==> src/verilog/mcfm_defines.svh <==
// constants for the motor fault manager
`ifndef MCFM_DEFINES_SVH
`define MCFM_DEFINES_SVH
`define MCFM_CODE_STORE 7'h2E
`define MCFM_CODE_SEQ 7'h2F
`define MCFM_CODE_PARAM 7'h31
`define MCFM_CODE_USER_FIRST 7'h33
`define MCFM_CODE_SCRIPT 7'h44
`define MCFM_CODE_SUPPLY 7'h45
`define MCFM_CODE_OS 7'h47
`define MCFM_CODE_TIMEOUT 7'h48
`define MCFM_USER_COUNT 17
`define MCFM_TIMEOUT_MS 100
`define MCFM_CLK_KHZ 25000
`define MCFM_TICK_DIV 25000
`endif

==> src/verilog/mcfm_pkg.sv <==
// types shared by the motor fault manager
package mcfm_pkg;
    // sequencing tracker states: the normal start-up path plus the fault state
    typedef enum logic [1:0] {
        MCFM_SEQ_IDLE = 2'b00,
        MCFM_SEQ_ARMED = 2'b01,
        MCFM_SEQ_RUN = 2'b11,
        MCFM_SEQ_FAULT = 2'b10
    } mcfm_seq_t;
    // network management state
    typedef enum logic [0:0] {
        MCFM_NMT_OPERATIONAL = 1'b0,
        MCFM_NMT_PREOP = 1'b1
    } mcfm_nmt_t;
endpackage : mcfm_pkg

==> src/verilog/mcfm_sync.sv <==
// three-stage input synchroniser with agreement filter
`timescale 1ns/1ps
module mcfm_sync #(
    parameter int WIDTH = 1
) (
    input wire logic core_clk,
    input wire logic rst,
    input wire logic [WIDTH-1:0] async_in,
    output logic [WIDTH-1:0] sync_out
);
    // stage one is read only by stage two
    logic [WIDTH-1:0] s1_reg;
    logic [WIDTH-1:0] s2_reg;
    logic [WIDTH-1:0] s3_reg;
    // per-bit chain; output moves once stage two and three agree
    genvar i;
    generate
        for (i = 0; i < WIDTH; i++) begin : g_bit
            always_ff @(posedge core_clk) begin
                if (rst) begin
                    s1_reg[i] <= 1'b0;
                    s2_reg[i] <= 1'b0;
                    s3_reg[i] <= 1'b0;
                    sync_out[i] <= 1'b0;
                end else begin
                    s1_reg[i] <= async_in[i];
                    s2_reg[i] <= s1_reg[i];
                    s3_reg[i] <= s2_reg[i];
                    if (s2_reg[i] == s3_reg[i]) begin
                        sync_out[i] <= s3_reg[i];
                    end
                end
            end
        end
    endgenerate
endmodule : mcfm_sync

==> src/verilog/mcfm_fault_manager.sv <==
// fault supervision: latching, clearing and shutdown union
`timescale 1ns/1ps
`include "mcfm_defines.svh"
module mcfm_fault_manager
    import mcfm_pkg::*;
#(
    parameter int TICK_DIV = `MCFM_TICK_DIV,
    parameter int USER_COUNT = `MCFM_USER_COUNT
) (
    input wire logic core_clk,
    input wire logic rst,
    input wire logic keyswitch_input,
    input wire logic interlock_in,
    input wire logic direction_in,
    input wire logic throttle_active_in,
    input wire logic emer_rev_active_in,
    input wire logic emergency_reverse_interlock_option,
    input wire logic param_change_evt,
    input wire logic [USER_COUNT-1:0] user_fault_set,
    input wire logic [USER_COUNT-1:0] user_fault_clr,
    input wire logic script_error_evt,
    input wire logic [7:0] script_error_module,
    input wire logic [7:0] script_error_code,
    input wire logic software_reloaded,
    input wire logic [11:0] supply_current,
    input wire logic [11:0] supply_max,
    input wire logic [11:0] supply_min,
    input wire logic os_fault_evt,
    input wire logic store_fail_evt,
    input wire logic pdo_rx_evt,
    input wire logic nmt_cmd_evt,
    input wire logic [15:0] process_data_receive_timeout,
    output logic [USER_COUNT+8-1:0] fault_active,
    output logic [7:0] script_module_reg,
    output logic [7:0] script_code_reg,
    output logic nmt_preop,
    output logic throttle_shutdown_action,
    output logic brake_release_shutdown_action,
    output logic motor_drive_shutdown_action,
    output logic line_contactor_shutdown_action,
    output logic interlock_shutdown_action,
    output logic output_driver_one_shutdown,
    output logic output_driver_two_shutdown,
    output logic output_driver_three_shutdown,
    output logic output_driver_four_shutdown,
    output logic proportional_driver_shutdown,
    output logic maximum_braking_action
);
    // synchronised switch inputs: key, interlock, direction, throttle, emr
    logic [4:0] sw_sync;
    mcfm_sync #(.WIDTH(5)) i_mcfm_sync (
        .core_clk(core_clk),
        .rst(rst),
        .async_in({keyswitch_input, interlock_in, direction_in,
                   throttle_active_in, emer_rev_active_in}),
        .sync_out(sw_sync)
    );
    wire key_s = sw_sync[4];
    wire ilk_s = sw_sync[3];
    wire dir_s = sw_sync[2];
    wire thr_s = sw_sync[1];
    wire emr_s = sw_sync[0];
    logic key_d_reg; // previous keyswitch, for cycle detect
    logic emr_d_reg; // previous emergency reverse level
    // keyswitch cycle clears the param, os and timeout faults, and the script and storage faults after a reload: a fresh rising edge
    wire key_cycle = key_s & ~key_d_reg;
    wire emr_end = emr_d_reg & ~emr_s;

    // individual fault latches
    logic seq_f_reg, emr_f_reg, param_f_reg, script_f_reg;
    logic supply_f_reg, os_f_reg, tmo_f_reg, store_f_reg;
    logic [USER_COUNT-1:0] user_f_reg;
    logic reload_seen_reg; // corrected software loaded since the latest script or storage fault
    mcfm_seq_t seq_reg, seq_next;

    // sequencing tracker: key, interlock and direction all on in any order, then throttle
    always_comb begin
        seq_next = seq_reg;
        case (seq_reg)
            MCFM_SEQ_IDLE:
                if (key_s & ilk_s & dir_s & ~thr_s) seq_next = MCFM_SEQ_ARMED;
                else if (key_s & thr_s) seq_next = MCFM_SEQ_FAULT;
            MCFM_SEQ_ARMED:
                if (~key_s | ~ilk_s) seq_next = MCFM_SEQ_IDLE;
                else if (thr_s) seq_next = MCFM_SEQ_RUN;
            MCFM_SEQ_RUN:
                if (~key_s | ~ilk_s) seq_next = MCFM_SEQ_IDLE;
            // fault leaves only once all demands are back at neutral
            MCFM_SEQ_FAULT:
                if (~ilk_s & ~dir_s & ~thr_s) seq_next = MCFM_SEQ_IDLE;
            default: seq_next = MCFM_SEQ_IDLE;
        endcase
    end
    wire emr_neutral = ~thr_s & ~dir_s &
        (~emergency_reverse_interlock_option | ~ilk_s);
    wire supply_bad = (supply_current > supply_max) |
        (supply_current < supply_min);

    // millisecond tick divider and receive gap counter
    logic [$clog2(TICK_DIV+1)-1:0] div_reg;
    wire ms_tick = (div_reg == ($clog2(TICK_DIV+1))'(TICK_DIV - 1));
    logic [15:0] gap_reg;
    wire gap_over = ms_tick & (gap_reg >= process_data_receive_timeout)
        & (process_data_receive_timeout != 16'h0000);

    always_ff @(posedge core_clk) begin
        if (rst) begin
            div_reg <= '0;
            gap_reg <= 16'h0000;
        end else begin
            div_reg <= ms_tick ? '0 : div_reg + 1'b1;
            // each received message restarts the gap
            if (pdo_rx_evt) gap_reg <= 16'h0000;
            else if (ms_tick & (gap_reg != 16'hFFFF)) gap_reg <= gap_reg + 1'b1;
        end
    end

    // fault latches; a set in the same cycle as a clear wins
    always_ff @(posedge core_clk) begin
        if (rst) begin
            key_d_reg <= 1'b0;
            emr_d_reg <= 1'b0;
            seq_reg <= MCFM_SEQ_IDLE;
            seq_f_reg <= 1'b0;
            emr_f_reg <= 1'b0;
            param_f_reg <= 1'b0;
            script_f_reg <= 1'b0;
            supply_f_reg <= 1'b0;
            os_f_reg <= 1'b0;
            tmo_f_reg <= 1'b0;
            store_f_reg <= 1'b0;
            reload_seen_reg <= 1'b0;
            user_f_reg <= '0;
            script_module_reg <= 8'h00;
            script_code_reg <= 8'h00;
        end else begin
            key_d_reg <= key_s;
            emr_d_reg <= emr_s;
            seq_reg <= seq_next;
            seq_f_reg <= (seq_next == MCFM_SEQ_FAULT);
            // raise at reverse end off neutral
            if (emr_end & ~emr_neutral) emr_f_reg <= 1'b1;
            else if (emr_neutral) emr_f_reg <= 1'b0;
            if (param_change_evt) param_f_reg <= 1'b1;
            else if (key_cycle) param_f_reg <= 1'b0;
            // only a reload after the latest fault counts
            if (script_error_evt | store_fail_evt) reload_seen_reg <= 1'b0;
            else if (software_reloaded) reload_seen_reg <= 1'b1;
            // script fault needs reload then key cycle
            if (script_error_evt) begin
                script_f_reg <= 1'b1;
                script_module_reg <= script_error_module;
                script_code_reg <= script_error_code;
            end else if (key_cycle & reload_seen_reg) begin
                script_f_reg <= 1'b0;
            end
            supply_f_reg <= supply_bad;
            if (os_fault_evt) os_f_reg <= 1'b1;
            else if (key_cycle) os_f_reg <= 1'b0;
            // storage fault needs reload then key cycle
            if (store_fail_evt) store_f_reg <= 1'b1;
            else if (key_cycle & reload_seen_reg) store_f_reg <= 1'b0;
            if (gap_over) tmo_f_reg <= 1'b1;
            else if (key_cycle | nmt_cmd_evt) tmo_f_reg <= 1'b0;
            user_f_reg <= user_fault_set | (user_f_reg & ~user_fault_clr);
        end
    end

    wire full_sd = script_f_reg | os_f_reg | store_f_reg;
    wire motor_sd = full_sd | param_f_reg;
    // storage fault leaves throttle response alone
    wire thr_base = script_f_reg | os_f_reg | param_f_reg;
    // supply fault deliberately absent from every term
    wire thr_sd = thr_base | seq_f_reg | emr_f_reg | tmo_f_reg;
    wire brake_sd = motor_sd | emr_f_reg;

    // registered outputs
    always_ff @(posedge core_clk) begin
        if (rst) begin
            fault_active <= '0;
            nmt_preop <= 1'b0;
            throttle_shutdown_action <= 1'b0;
            brake_release_shutdown_action <= 1'b0;
            motor_drive_shutdown_action <= 1'b0;
            line_contactor_shutdown_action <= 1'b0;
            interlock_shutdown_action <= 1'b0;
            output_driver_one_shutdown <= 1'b0;
            output_driver_two_shutdown <= 1'b0;
            output_driver_three_shutdown <= 1'b0;
            output_driver_four_shutdown <= 1'b0;
            proportional_driver_shutdown <= 1'b0;
            maximum_braking_action <= 1'b0;
        end else begin
            fault_active <= {user_f_reg, tmo_f_reg, os_f_reg, supply_f_reg,
                script_f_reg, param_f_reg, emr_f_reg, seq_f_reg, store_f_reg};
            nmt_preop <= tmo_f_reg;
            throttle_shutdown_action <= thr_sd;
            brake_release_shutdown_action <= brake_sd;
            motor_drive_shutdown_action <= motor_sd;
            line_contactor_shutdown_action <= motor_sd;
            interlock_shutdown_action <= full_sd;
            output_driver_one_shutdown <= full_sd;
            output_driver_two_shutdown <= full_sd;
            output_driver_three_shutdown <= full_sd;
            output_driver_four_shutdown <= full_sd;
            proportional_driver_shutdown <= full_sd;
            maximum_braking_action <= motor_sd;
        end
    end

    // assertions
    // parameter lock stops motor
    a_param_locks_motor: assert property (
        @(posedge core_clk) disable iff (rst)
        param_change_evt |-> ##2 motor_drive_shutdown_action)
        else $error("parameter fault did not shut motor");
    a_script_full_sd: assert property (
        @(posedge core_clk) disable iff (rst)
        script_error_evt |-> ##2 (proportional_driver_shutdown
        && maximum_braking_action))
        else $error("script fault missing full shutdown");
    a_script_cause_kept: assert property (
        @(posedge core_clk) disable iff (rst)
        script_error_evt |=> (script_code_reg == $past(script_error_code)
        && script_module_reg == $past(script_error_module)))
        else $error("script error cause not kept");
    a_supply_no_sd: assert property (
        @(posedge core_clk) disable iff (rst)
        (fault_active[7:0] == 8'h20) |-> !(throttle_shutdown_action
        || brake_release_shutdown_action || motor_drive_shutdown_action
        || interlock_shutdown_action || maximum_braking_action))
        else $error("supply fault caused shutdown");
    a_supply_window: assert property (
        @(posedge core_clk) disable iff (rst)
        supply_bad |=> supply_f_reg)
        else $error("supply fault not raised");
    a_supply_clears: assert property (
        @(posedge core_clk) disable iff (rst)
        !supply_bad |=> !supply_f_reg)
        else $error("supply fault not cleared");
    a_os_full_sd: assert property (
        @(posedge core_clk) disable iff (rst)
        os_fault_evt |-> ##2 interlock_shutdown_action)
        else $error("internal fault missing shutdown");
    a_timeout_preop: assert property (
        @(posedge core_clk) disable iff (rst)
        gap_over |-> ##2 (nmt_preop && throttle_shutdown_action))
        else $error("timeout did not enter pre-operational");
    a_nmt_clears: assert property (
        @(posedge core_clk) disable iff (rst)
        (nmt_cmd_evt && !gap_over) |=> !tmo_f_reg)
        else $error("management command did not clear timeout");
    a_store_full_sd: assert property (
        @(posedge core_clk) disable iff (rst)
        store_fail_evt |-> ##2 output_driver_four_shutdown)
        else $error("storage fault missing shutdown");
    a_store_no_thr: assert property (
        @(posedge core_clk) disable iff (rst)
        (fault_active[7:0] == 8'h01) |-> !throttle_shutdown_action)
        else $error("storage fault shut throttle");
    a_emr_fault: assert property (
        @(posedge core_clk) disable iff (rst)
        (emr_end && !emr_neutral) |-> ##2 brake_release_shutdown_action)
        else $error("reverse fault missing brake shutdown");
    a_user_set_wins: assert property (
        @(posedge core_clk) disable iff (rst)
        (user_fault_set != '0) |=> ((user_f_reg & $past(user_fault_set))
        == $past(user_fault_set)))
        else $error("application fault not latched");
endmodule : mcfm_fault_manager

==> config.mk <==
export PLATFORM = sky130hd
export DESIGN_NAME = mcfm_fault_manager
export DESIGN_NICKNAME = d
export VERILOG_FILES = /design/src/verilog/mcfm_pkg.sv /design/src/verilog/mcfm_sync.sv /design/src/verilog/mcfm_fault_manager.sv
export VERILOG_INCLUDE_DIRS = /design/src /design/src/verilog
export SDC_FILE = /design/constraint.sdc
export NUM_CORES = 1
export LEC_CHECK = 0
export BUFFER_PORTS_ARGS = -buffer_cell sky130_fd_sc_hd__buf_2
export CORE_MARGIN = 8
export CORE_UTILIZATION = 40
export DETAILED_ROUTE_END_ITERATION = 6
export PLACE_DENSITY = 0.65
export SKIP_CTS_REPAIR_TIMING = 1
export SYNTH_ARGS = -nofsm -noshare
export SYNTH_HDL_FRONTEND = slang
export SYNTH_SLANG_ARGS = --single-unit
==> constraint.sdc <==
create_clock -name core_clk -period 2.3 [get_ports core_clk]
set_clock_uncertainty 0.05 [all_clocks]
set_input_delay 0.23 -clock core_clk [delete_from_list [all_inputs] [get_ports core_clk]]
set_output_delay 0.23 -clock core_clk [all_outputs]
set_load 0.02 [all_outputs]
# ---- Word-level counts from Yosys, hierarchy flattened
# Index checks and enable logic that the tools add are counted.
dict set report totals {
  input_bits 117
  word_cells 126
  output_inout_bits 53
  regBits 127
}
dict set report classes {
  addsub 2
  n_mux 17
  order_cmp 3
  n_reduce_logical 11
  bitwise_logic 39
  n_eq_ne 11
}
# op n
set op_table {}
lappend op_table {{$and 17x17->17} 1}
lappend op_table {{$not 17->17} 1}
lappend op_table {{$or 17x17->17} 1}
lappend op_table {{$add 16x1->16 const B} 1}
lappend op_table {{$ge 16x16->1} 1}
lappend op_table {{$ne 16x16->1 const B} 1}
lappend op_table {{$reduce_bool 16->1} 1}
lappend op_table {{$add 15x1->15 const B} 1}
lappend op_table {{$and 1x1->1} 15}
lappend op_table {{$eq 15x15->1 const B} 1}
lappend op_table {{$or 1x1->1} 13}
lappend op_table {{$gt 12x12->1} 1}
lappend op_table {{$lt 12x12->1} 1}
lappend op_table {{$mux 2} 6}
lappend op_table {{$reduce_bool 2->1} 6}
lappend op_table {{$mux 1} 10}
lappend op_table {{$not 1->1} 8}
lappend op_table {{$pmux 2 s4} 1}
lappend op_table {{$eq 2x2->1 const B} 3}
lappend op_table {{$reduce_or 2->1} 3}
lappend op_table {{$eq 1x1->1} 5}
lappend op_table {{$eq 2x1->1 const B} 1}
lappend op_table {{$logic_not 2->1} 1}

# ---- Longest topological paths before layout
# Gate-level depths: netlist of the first run.
dict set report depth {
  ltp_word 6
  depth_mapped 7
  depth_no_buf 7
}

# ---- Modules after synthesis
# Synthesis of the first run repeated with hierarchy kept, for this count alone.
dict set report unflattened {
  cells_unflattened 601
  hier_area_um2 5564.1
}
# mod cells_each area_per_inst_um2 instances
set by_module_without_submodules {}
lappend by_module_without_submodules {mcfm_fault_manager 549 4912.2 1}
lappend by_module_without_submodules {mcfm_sync 52 651.9 1}

# ---- Worst setup path before layout of the first run
# OpenSTA, ideal clock, no wires.
dict set report synth_path {
  path_kind {reg2reg}
  start {register div_reg[11]}
  end {register gap_reg[15]}
  path_buffers 0
  t_required_ns 2.122
  path_slack_ns 0.192
  setup_ns 0.128
  arrival_time_ns 1.931
  stages_incl_launch_ff 6
  cell_sequence {dfxtp_1 or4_4 or4_4 nor4_1 xnor2_1 nor2_1}
}
dict set report synth_between {
  elab_chain_cells 2
}
# element line_no
set synth_lines {}
lappend synth_lines {{start, declared} mcfm_fault_manager.sv:100} ;# logic [$clog2(TICK_DIV+1)-1:0] div_reg;
lappend synth_lines {{start signal, assigned} mcfm_fault_manager.sv:111} ;# div_reg <= ms_tick ? '0 : div_reg + 1'b1;
lappend synth_lines {{$eq 15x15->1} mcfm_fault_manager.sv:101} ;# wire ms_tick = (div_reg == ($clog2(TICK_DIV+1))'(TICK_DIV - 1));
lappend synth_lines {{$and 1x1->1} mcfm_fault_manager.sv:114} ;# else if (ms_tick & (gap_reg != 16'hFFFF)) gap_reg <= gap_reg + 1'b1;
lappend synth_lines {{end signal, assigned} mcfm_fault_manager.sv:114}
lappend synth_lines {{end, declared} mcfm_fault_manager.sv:102} ;# logic [15:0] gap_reg;
# Every way passes these cells.
# A chain may end at the register's enable or synchronous reset.

# ---- Worst setup path in the final report of the first run
dict set report layout_path {
  start {register div_reg[10]}
  end {register gap_reg[15]}
}
# The elaborated chain is that of the path after synthesis.

==> reports/summary.txt, run 1 <==
final setup violation count -> 0
power density cells -> 767 nW/um^2
average instance area after synthesis -> 9.07 sq um
Cell Area, Synth -> 5410 sq um
share of the yosys chip area belonging to registers -> 46.6%
proportion of register bits with asynchronous set or reset after synthesis -> 0%
Main synth FF type -> dfxtp_1
routability cong. -> 0.857
combined flip-flop and latch cell area -> 2520 sq um
critical path type -> register to register
cell with the most instances on the worst path -> or4_4
DRT Pass-1 Iters -> 4
Max Fclk -> 454 MHz
post-route clock period utilization -> 95.8%
total area of multi-input combinational cells -> 2560 sq um
number of synthesized register bits -> 126
Congestion Overflow GR -> 0
Area Growth Syn to Fin -> 32.8%
gate count of the mapped netlist -> 597
buffer cell driving the clock tree root -> clkbuf_16
post-route antenna net violation count -> 0
drt first-iter violations -> 255
first-pass GRT wire length -> 22.2 mm
net count after synthesis -> 755
Buf/Inv on CP -> 0
standby leakage power -> 0.00342 uW
Net count, final -> 939
reg-to-reg setup timing slack -> 0.1 ns
cells along the critical path -> or4_4 -> or4_4 -> nor4_1 -> xnor2_1 -> nor2_1
minimum period implied by the final worst setup slack -> 2.20 ns
slowest cell on the critical path -> or4_4
diodes inserted -> 0
clock tree from TritonCTS -> built
number of synthesized flops with an enable pin -> 0
Worst setup SP type -> register
number of warnings printed during yosys synthesis -> 0
measured slew at the worst slew-check pin -> 0.587 ns
flip-flop count of the largest register, all copies and words added -> 25
antenna violations before repair -> 0
highest fanout seen on the critical path -> 5
Final Slew Violations -> 0
Hold Vio Cnt, Final -> 10
post-detailed-placement half-perimeter wirelength -> 10.4 mm
Data arrival, critical path -> 2.45 ns
effective utilization at floorplan -> 40.9%
number of standard cells in the final layout excluding fillers -> 970
combined global-route utilization of all metal layers -> 15.3%
number of max-cap violations -> 0
row count -> 42
RSZ-0062 raised after global routing -> false
number of inserted filler cells in the final layout -> 1236
run status -> finished, violations left
endpoint type of the worst setup path -> register
total I/O pin count -> 170
layout cell share with drive strength beyond 1 -> 27.8%
Crit path max-delay family -> simple AND/OR/NAND/NOR gates
width of the die -> 132 um
residual DRC count -> 0
CTS buffer count -> 17
area enclosed by the die boundary -> 17500 sq um
largest buffer count on any clock path -> 2
floorplan die height -> 132 um
kind of path behind the tightest hold check -> input pin to register
required time of the critical path -> 2.54 ns
count of placed standard cells including taps -> 925
Final Routed Wirelength -> 13.3 mm
count of input and output buffers -> 169
violated checks -> hold timing
largest net degree at the start of global routing -> 60
H-tree depth -> 4
peak supply drop -> 0.000482 V
largest stage delay on the critical path -> 0.58 ns
post-CTS clock slew at the launch and capture registers of the worst setup and hold paths -> 0.06 ns
Worst Hold Slack -> -0.0228 ns
number of global-route vias before repair -> 4820
Setup Total Neg Slack -> 0 ns
clock latency reported for the late side of the worst-skew pair -> 0.41 ns
post-detailed-route wirelength per cell -> 13.7 um
area of the core -> 13200 sq um
relative slew slack -> 60.9%
count of different cell masters after synthesis -> 46
via count of the routed design -> 4661
Clock Sinks -> 126
Via density -> 4.81
## cells by family (layout without fill, tap and decap cells)
kind of cell / Yosys count / after routing / share of synthesized area (%)
AND/OR/NAND/NOR: 215 / 215 / 20.7
flip-flops: 126 / 126 / 46.6
AO/OA/AOI/OAI: 93 / 93 / 10.4
buffers and inverters: 86 / 283 / 6.54
adder cells (fa/ha/maj): 41 / 41 / 9.48
XOR/XNOR: 19 / 19 / 3.07
multiplexers: 17 / 17 / 3.14
## worst reg2reg max path: cells and delay by family (launching register included)
kind / cells / cell delay [ns]
xor gates and xnor gates: 1 / 0.16
DFF: 1 / 0.35
and+or+nand+nor: 4 / 1.53
## metrics by stage
stage | utilization [%] | instance area (sq um) | power [uW] | setup WS [ns]
after floorplan | - | 5410 | 2630 | 0.192
after global routing | 54.3 | 7190 | 5750 | 0.0214
after detailed placement | 48.5 | 6420 | 2840 | 0.102
after CTS | 53.1 | 7030 | 5570 | 0.0372
final | 54.3 | 7190 | 5520 | 0.0961
after global placement | 48.5 | 6420 | 2820 | 0.140
## layout by cell type, fill, tap and decap left out, drive strengths merged, types with 13 or more instances in the layout
cell and count:
buf 177, dfxtp 126, nor2 73, inv 61
a21oi 47, nor2b 44, ha 41, nand2 27
clkbuf 19, mux2i 17, o21ai 16, dlygate4sd3 13
## power by group
group / internal (uW) / switching [uW] / total, uW
clock network: 1760 / 952 / 2710
registers: 2270 / 37.3 / 2310
logic: 226 / 270 / 496
## layout make-up
type | instances | share of cell area, %
Tap cell | 176 | 3.06
Timing Repair Buffer | 190 | 14.4
Multi-Input combinational cell | 385 | 35.6
Sequential cell | 126 | 35.1
Clock buffer | 19 | 6.30
Inverter | 61 | 3.19
Clock inverter | 13 | 2.30
## path summary, 6_finish.rpt
kind / start / endpoint / cells after the start
worst min-delay path: user_fault_set[3] / user_f_reg[3]$_SDFF_PP0_ / 3
worst min register to register: i_mcfm_sync.s1_reg[1]$_SDFF_PP0_ / i_mcfm_sync.s2_reg[1]$_SDFF_PP0_ / 1
worst max-delay path: div_reg[10]$_SDFF_PP0_ / gap_reg[15]$_SDFFE_PP0P_ / 5
worst max register to register: div_reg[10]$_SDFF_PP0_ / gap_reg[15]$_SDFFE_PP0P_ / 5
## synthesized netlist by cell type (all sizes together), types with 11 or more instances
library cell  instances  area (sq um)
clkbuf               11          41.3
o21ai                16          80.1
buf                  14          83.8
mux2i                17           170
nand2                27           101
nor2b                44           275
nand4                11          68.8
nor4                 11          75.1
inv                  61           229
ha                   41           513
dfxtp               126          2520
nor2                 73           274
nand3                11          55.1
a21oi                47           235
xor2                 12           105
## layer usage
layer  global-route usage (%)  part of all wire [%]  vias to the layer above
met5                        0                     0                        -
met4                     6.62                   1.5                        0
met3                     5.49                   7.1                       15
met2                     26.9                    49                      153
met1                     16.1                    42                     2105
li1                         -                     -                     2388
Power figures use the tool's default switching activity.
==> inputs of run 2 (changes only) <==
Settings changed: PLACE_DENSITY 0.65 to unset, PLACE_DENSITY_LB_ADDON set to 0.12.
==> reports/summary.txt, run 2 (same netlist as run 1, synthesis figures left out) <==
area of the core -> 13200 sq um
minimum period implied by the final worst setup slack -> 2.23 ns
minimum setup slack in the final design -> 0.0746 ns
Clock Sinks -> 126
reg-to-reg setup timing slack -> 0.07 ns
buffer cell driving the clock tree root -> clkbuf_16
number of standard cells in the final layout excluding fillers -> 980
cell with the most instances on the worst path -> or4_4
power density cells -> 754 nW/um^2
Hold Vio Cnt, Final -> 5
start point of the worst min-delay path -> direction_in
post-layout util -> 54.9%
standby leakage power -> 0.00347 uW
largest net degree at the start of global routing -> 41
Final Routed Wirelength -> 13.3 mm
Area Growth Syn to Fin -> 34.4%
Crit path max-delay family -> simple AND/OR/NAND/NOR gates
area enclosed by the die boundary -> 17500 sq um
total area of multi-input combinational cells -> 2570 sq um
Net count, final -> 949
number of global-route vias before repair -> 4624
clock tree from TritonCTS -> built
H-tree depth -> 4
measured slew at the worst slew-check pin -> 0.533 ns
diodes inserted -> 0
Buf/Inv on CP -> 0
combined global-route utilization of all metal layers -> 15.0%
DRT Pass-1 Iters -> 4
post-detailed-route wirelength per cell -> 13.5 um
endpoint type of the worst setup path -> register
largest buffer count on any clock path -> 2
post-CTS clock slew at the launch and capture registers of the worst setup and hold paths -> 0.05 ns
count of input and output buffers -> 169
RSZ-0062 raised after global routing -> false
routability cong. -> 0.835
clock latency reported for the late side of the worst-skew pair -> 0.41 ns
row count -> 42
total I/O pin count -> 170
most frequent cells in the layout -> buf_2 (168), dfxtp_1 (126), nor2_1 (73)
Hold Path Depth -> 2
residual DRC count -> 0
post-placement setup slack -> 0.0393 ns
drt first-iter violations -> 166
FF-to-FF Start -> div_reg[11]$_SDFF_PP0_
Worst Hold Slack -> -0.0221 ns
effective utilization at floorplan -> 40.9%
Via density -> 4.77
count of placed standard cells including taps -> 927
floorplan die height -> 132 um
most common cell after layout, fill and taps aside -> buf_2
violated checks -> hold timing
Final Slew Violations -> 0
via count of the routed design -> 4676
Max Fclk -> 449 MHz
antenna violations before repair -> 0
Data arrival, critical path -> 2.46 ns
post-detailed-placement half-perimeter wirelength -> 10.4 mm
number of max-cap violations -> 0
number of cells on the worst reg-to-reg path -> 5
CTS buffer count -> 17
first-pass GRT wire length -> 21.6 mm
critical path type -> register to register
post-route antenna net violation count -> 0
run status -> finished, violations left
highest fanout seen on the critical path -> 5
Congestion Overflow GR -> 0
final setup violation count -> 0
Worst setup SP type -> register
slowest cell on the critical path -> or4_4
cells along the critical path -> or4_4 -> or4_4 -> nor4_1 -> xnor2_1 -> nor2_1
Setup Total Neg Slack -> 0 ns
flip-flop count of the largest register, all copies and words added -> 25
required time of the critical path -> 2.54 ns
layout cell share with drive strength beyond 1 -> 27.4%
width of the die -> 132 um
post-route clock period utilization -> 96.8%
largest stage delay on the critical path -> 0.58 ns
end point of the worst hold path -> i_mcfm_sync.s1_reg[2]$_SDFF_PP0_
combined flip-flop and latch cell area -> 2520 sq um
kind of path behind the tightest hold check -> input pin to register
relative slew slack -> 64.2%
worst reg2reg endpoint -> gap_reg[15]$_SDFFE_PP0P_
peak supply drop -> 0.000530 V
number of inserted filler cells in the final layout -> 1245
[run 2: metrics by stage]
| step | hold WS, ns | power, uW | cell area (sq um) |
|---|---|---|---|
| 3_5_place_dp | 0.370 | 2830 | 6430 |
| 2_1_floorplan | 0.259 | 2630 | 5410 |
| 6_report | -0.0221 | 5480 | 7270 |
| 4_1_cts | -0.0568 | 5530 | 7030 |
| 3_3_place_gp | 0.364 | 2820 | 6430 |
| 5_1_grt | 0.000189 | 5740 | 7270 |
[run 2: how the worst max path moves through the flow]
stage | start | to | slack, ns | depth (start not counted)
6_report | div_reg[11]$_SDFF_PP0_ | gap_reg[15]$_SDFFE_PP0P_ | 0.07 | 5
5_1_grt | div_reg[11]$_SDFF_PP0_ | gap_reg[9]$_SDFFE_PP0P_ | 0.009 | 5
4_1_cts | div_reg[11]$_SDFF_PP0_ | gap_reg[6]$_SDFFE_PP0P_ | 0.02 | 5
3_5_place_dp | div_reg[11]$_SDFF_PP0_ | gap_reg[6]$_SDFFE_PP0P_ | 0.04 | 5
3_3_place_gp | div_reg[11]$_SDFF_PP0_ | gap_reg[6]$_SDFFE_PP0P_ | 0.10 | 5
2_1_floorplan | div_reg[11]$_SDFF_PP0_ | gap_reg[15]$_SDFFE_PP0P_ | 0.19 | 5
[run 2: report_power, final]
group          internal, uW  leakage (uW)  switching [uW]
registers              2270       0.00103            36.3
logic                   235       0.00214             268
clock network          1760      0.000290             916
total                  4260       0.00347            1220
[run 2: final cells by class]
| class | count | area share [%] |
|---|---|---|
| clock buffers | 22 | 6.38 |
| clock inverters | 10 | 1.89 |
| inverters | 61 | 3.15 |
| multi-input cells | 385 | 35.3 |
| flip-flops and latches | 126 | 34.7 |
| well taps | 176 | 3.03 |
| repair buffers | 200 | 15.6 |
[run 2: per-layer routing]
layer	track usage, %	routed length (um)	up-vias
met3	5.64	896	16
met5	0	0	-
met1	16.3	5790	2117
met2	25.9	6410	134
li1	-	-	2409
met4	5.87	178	0
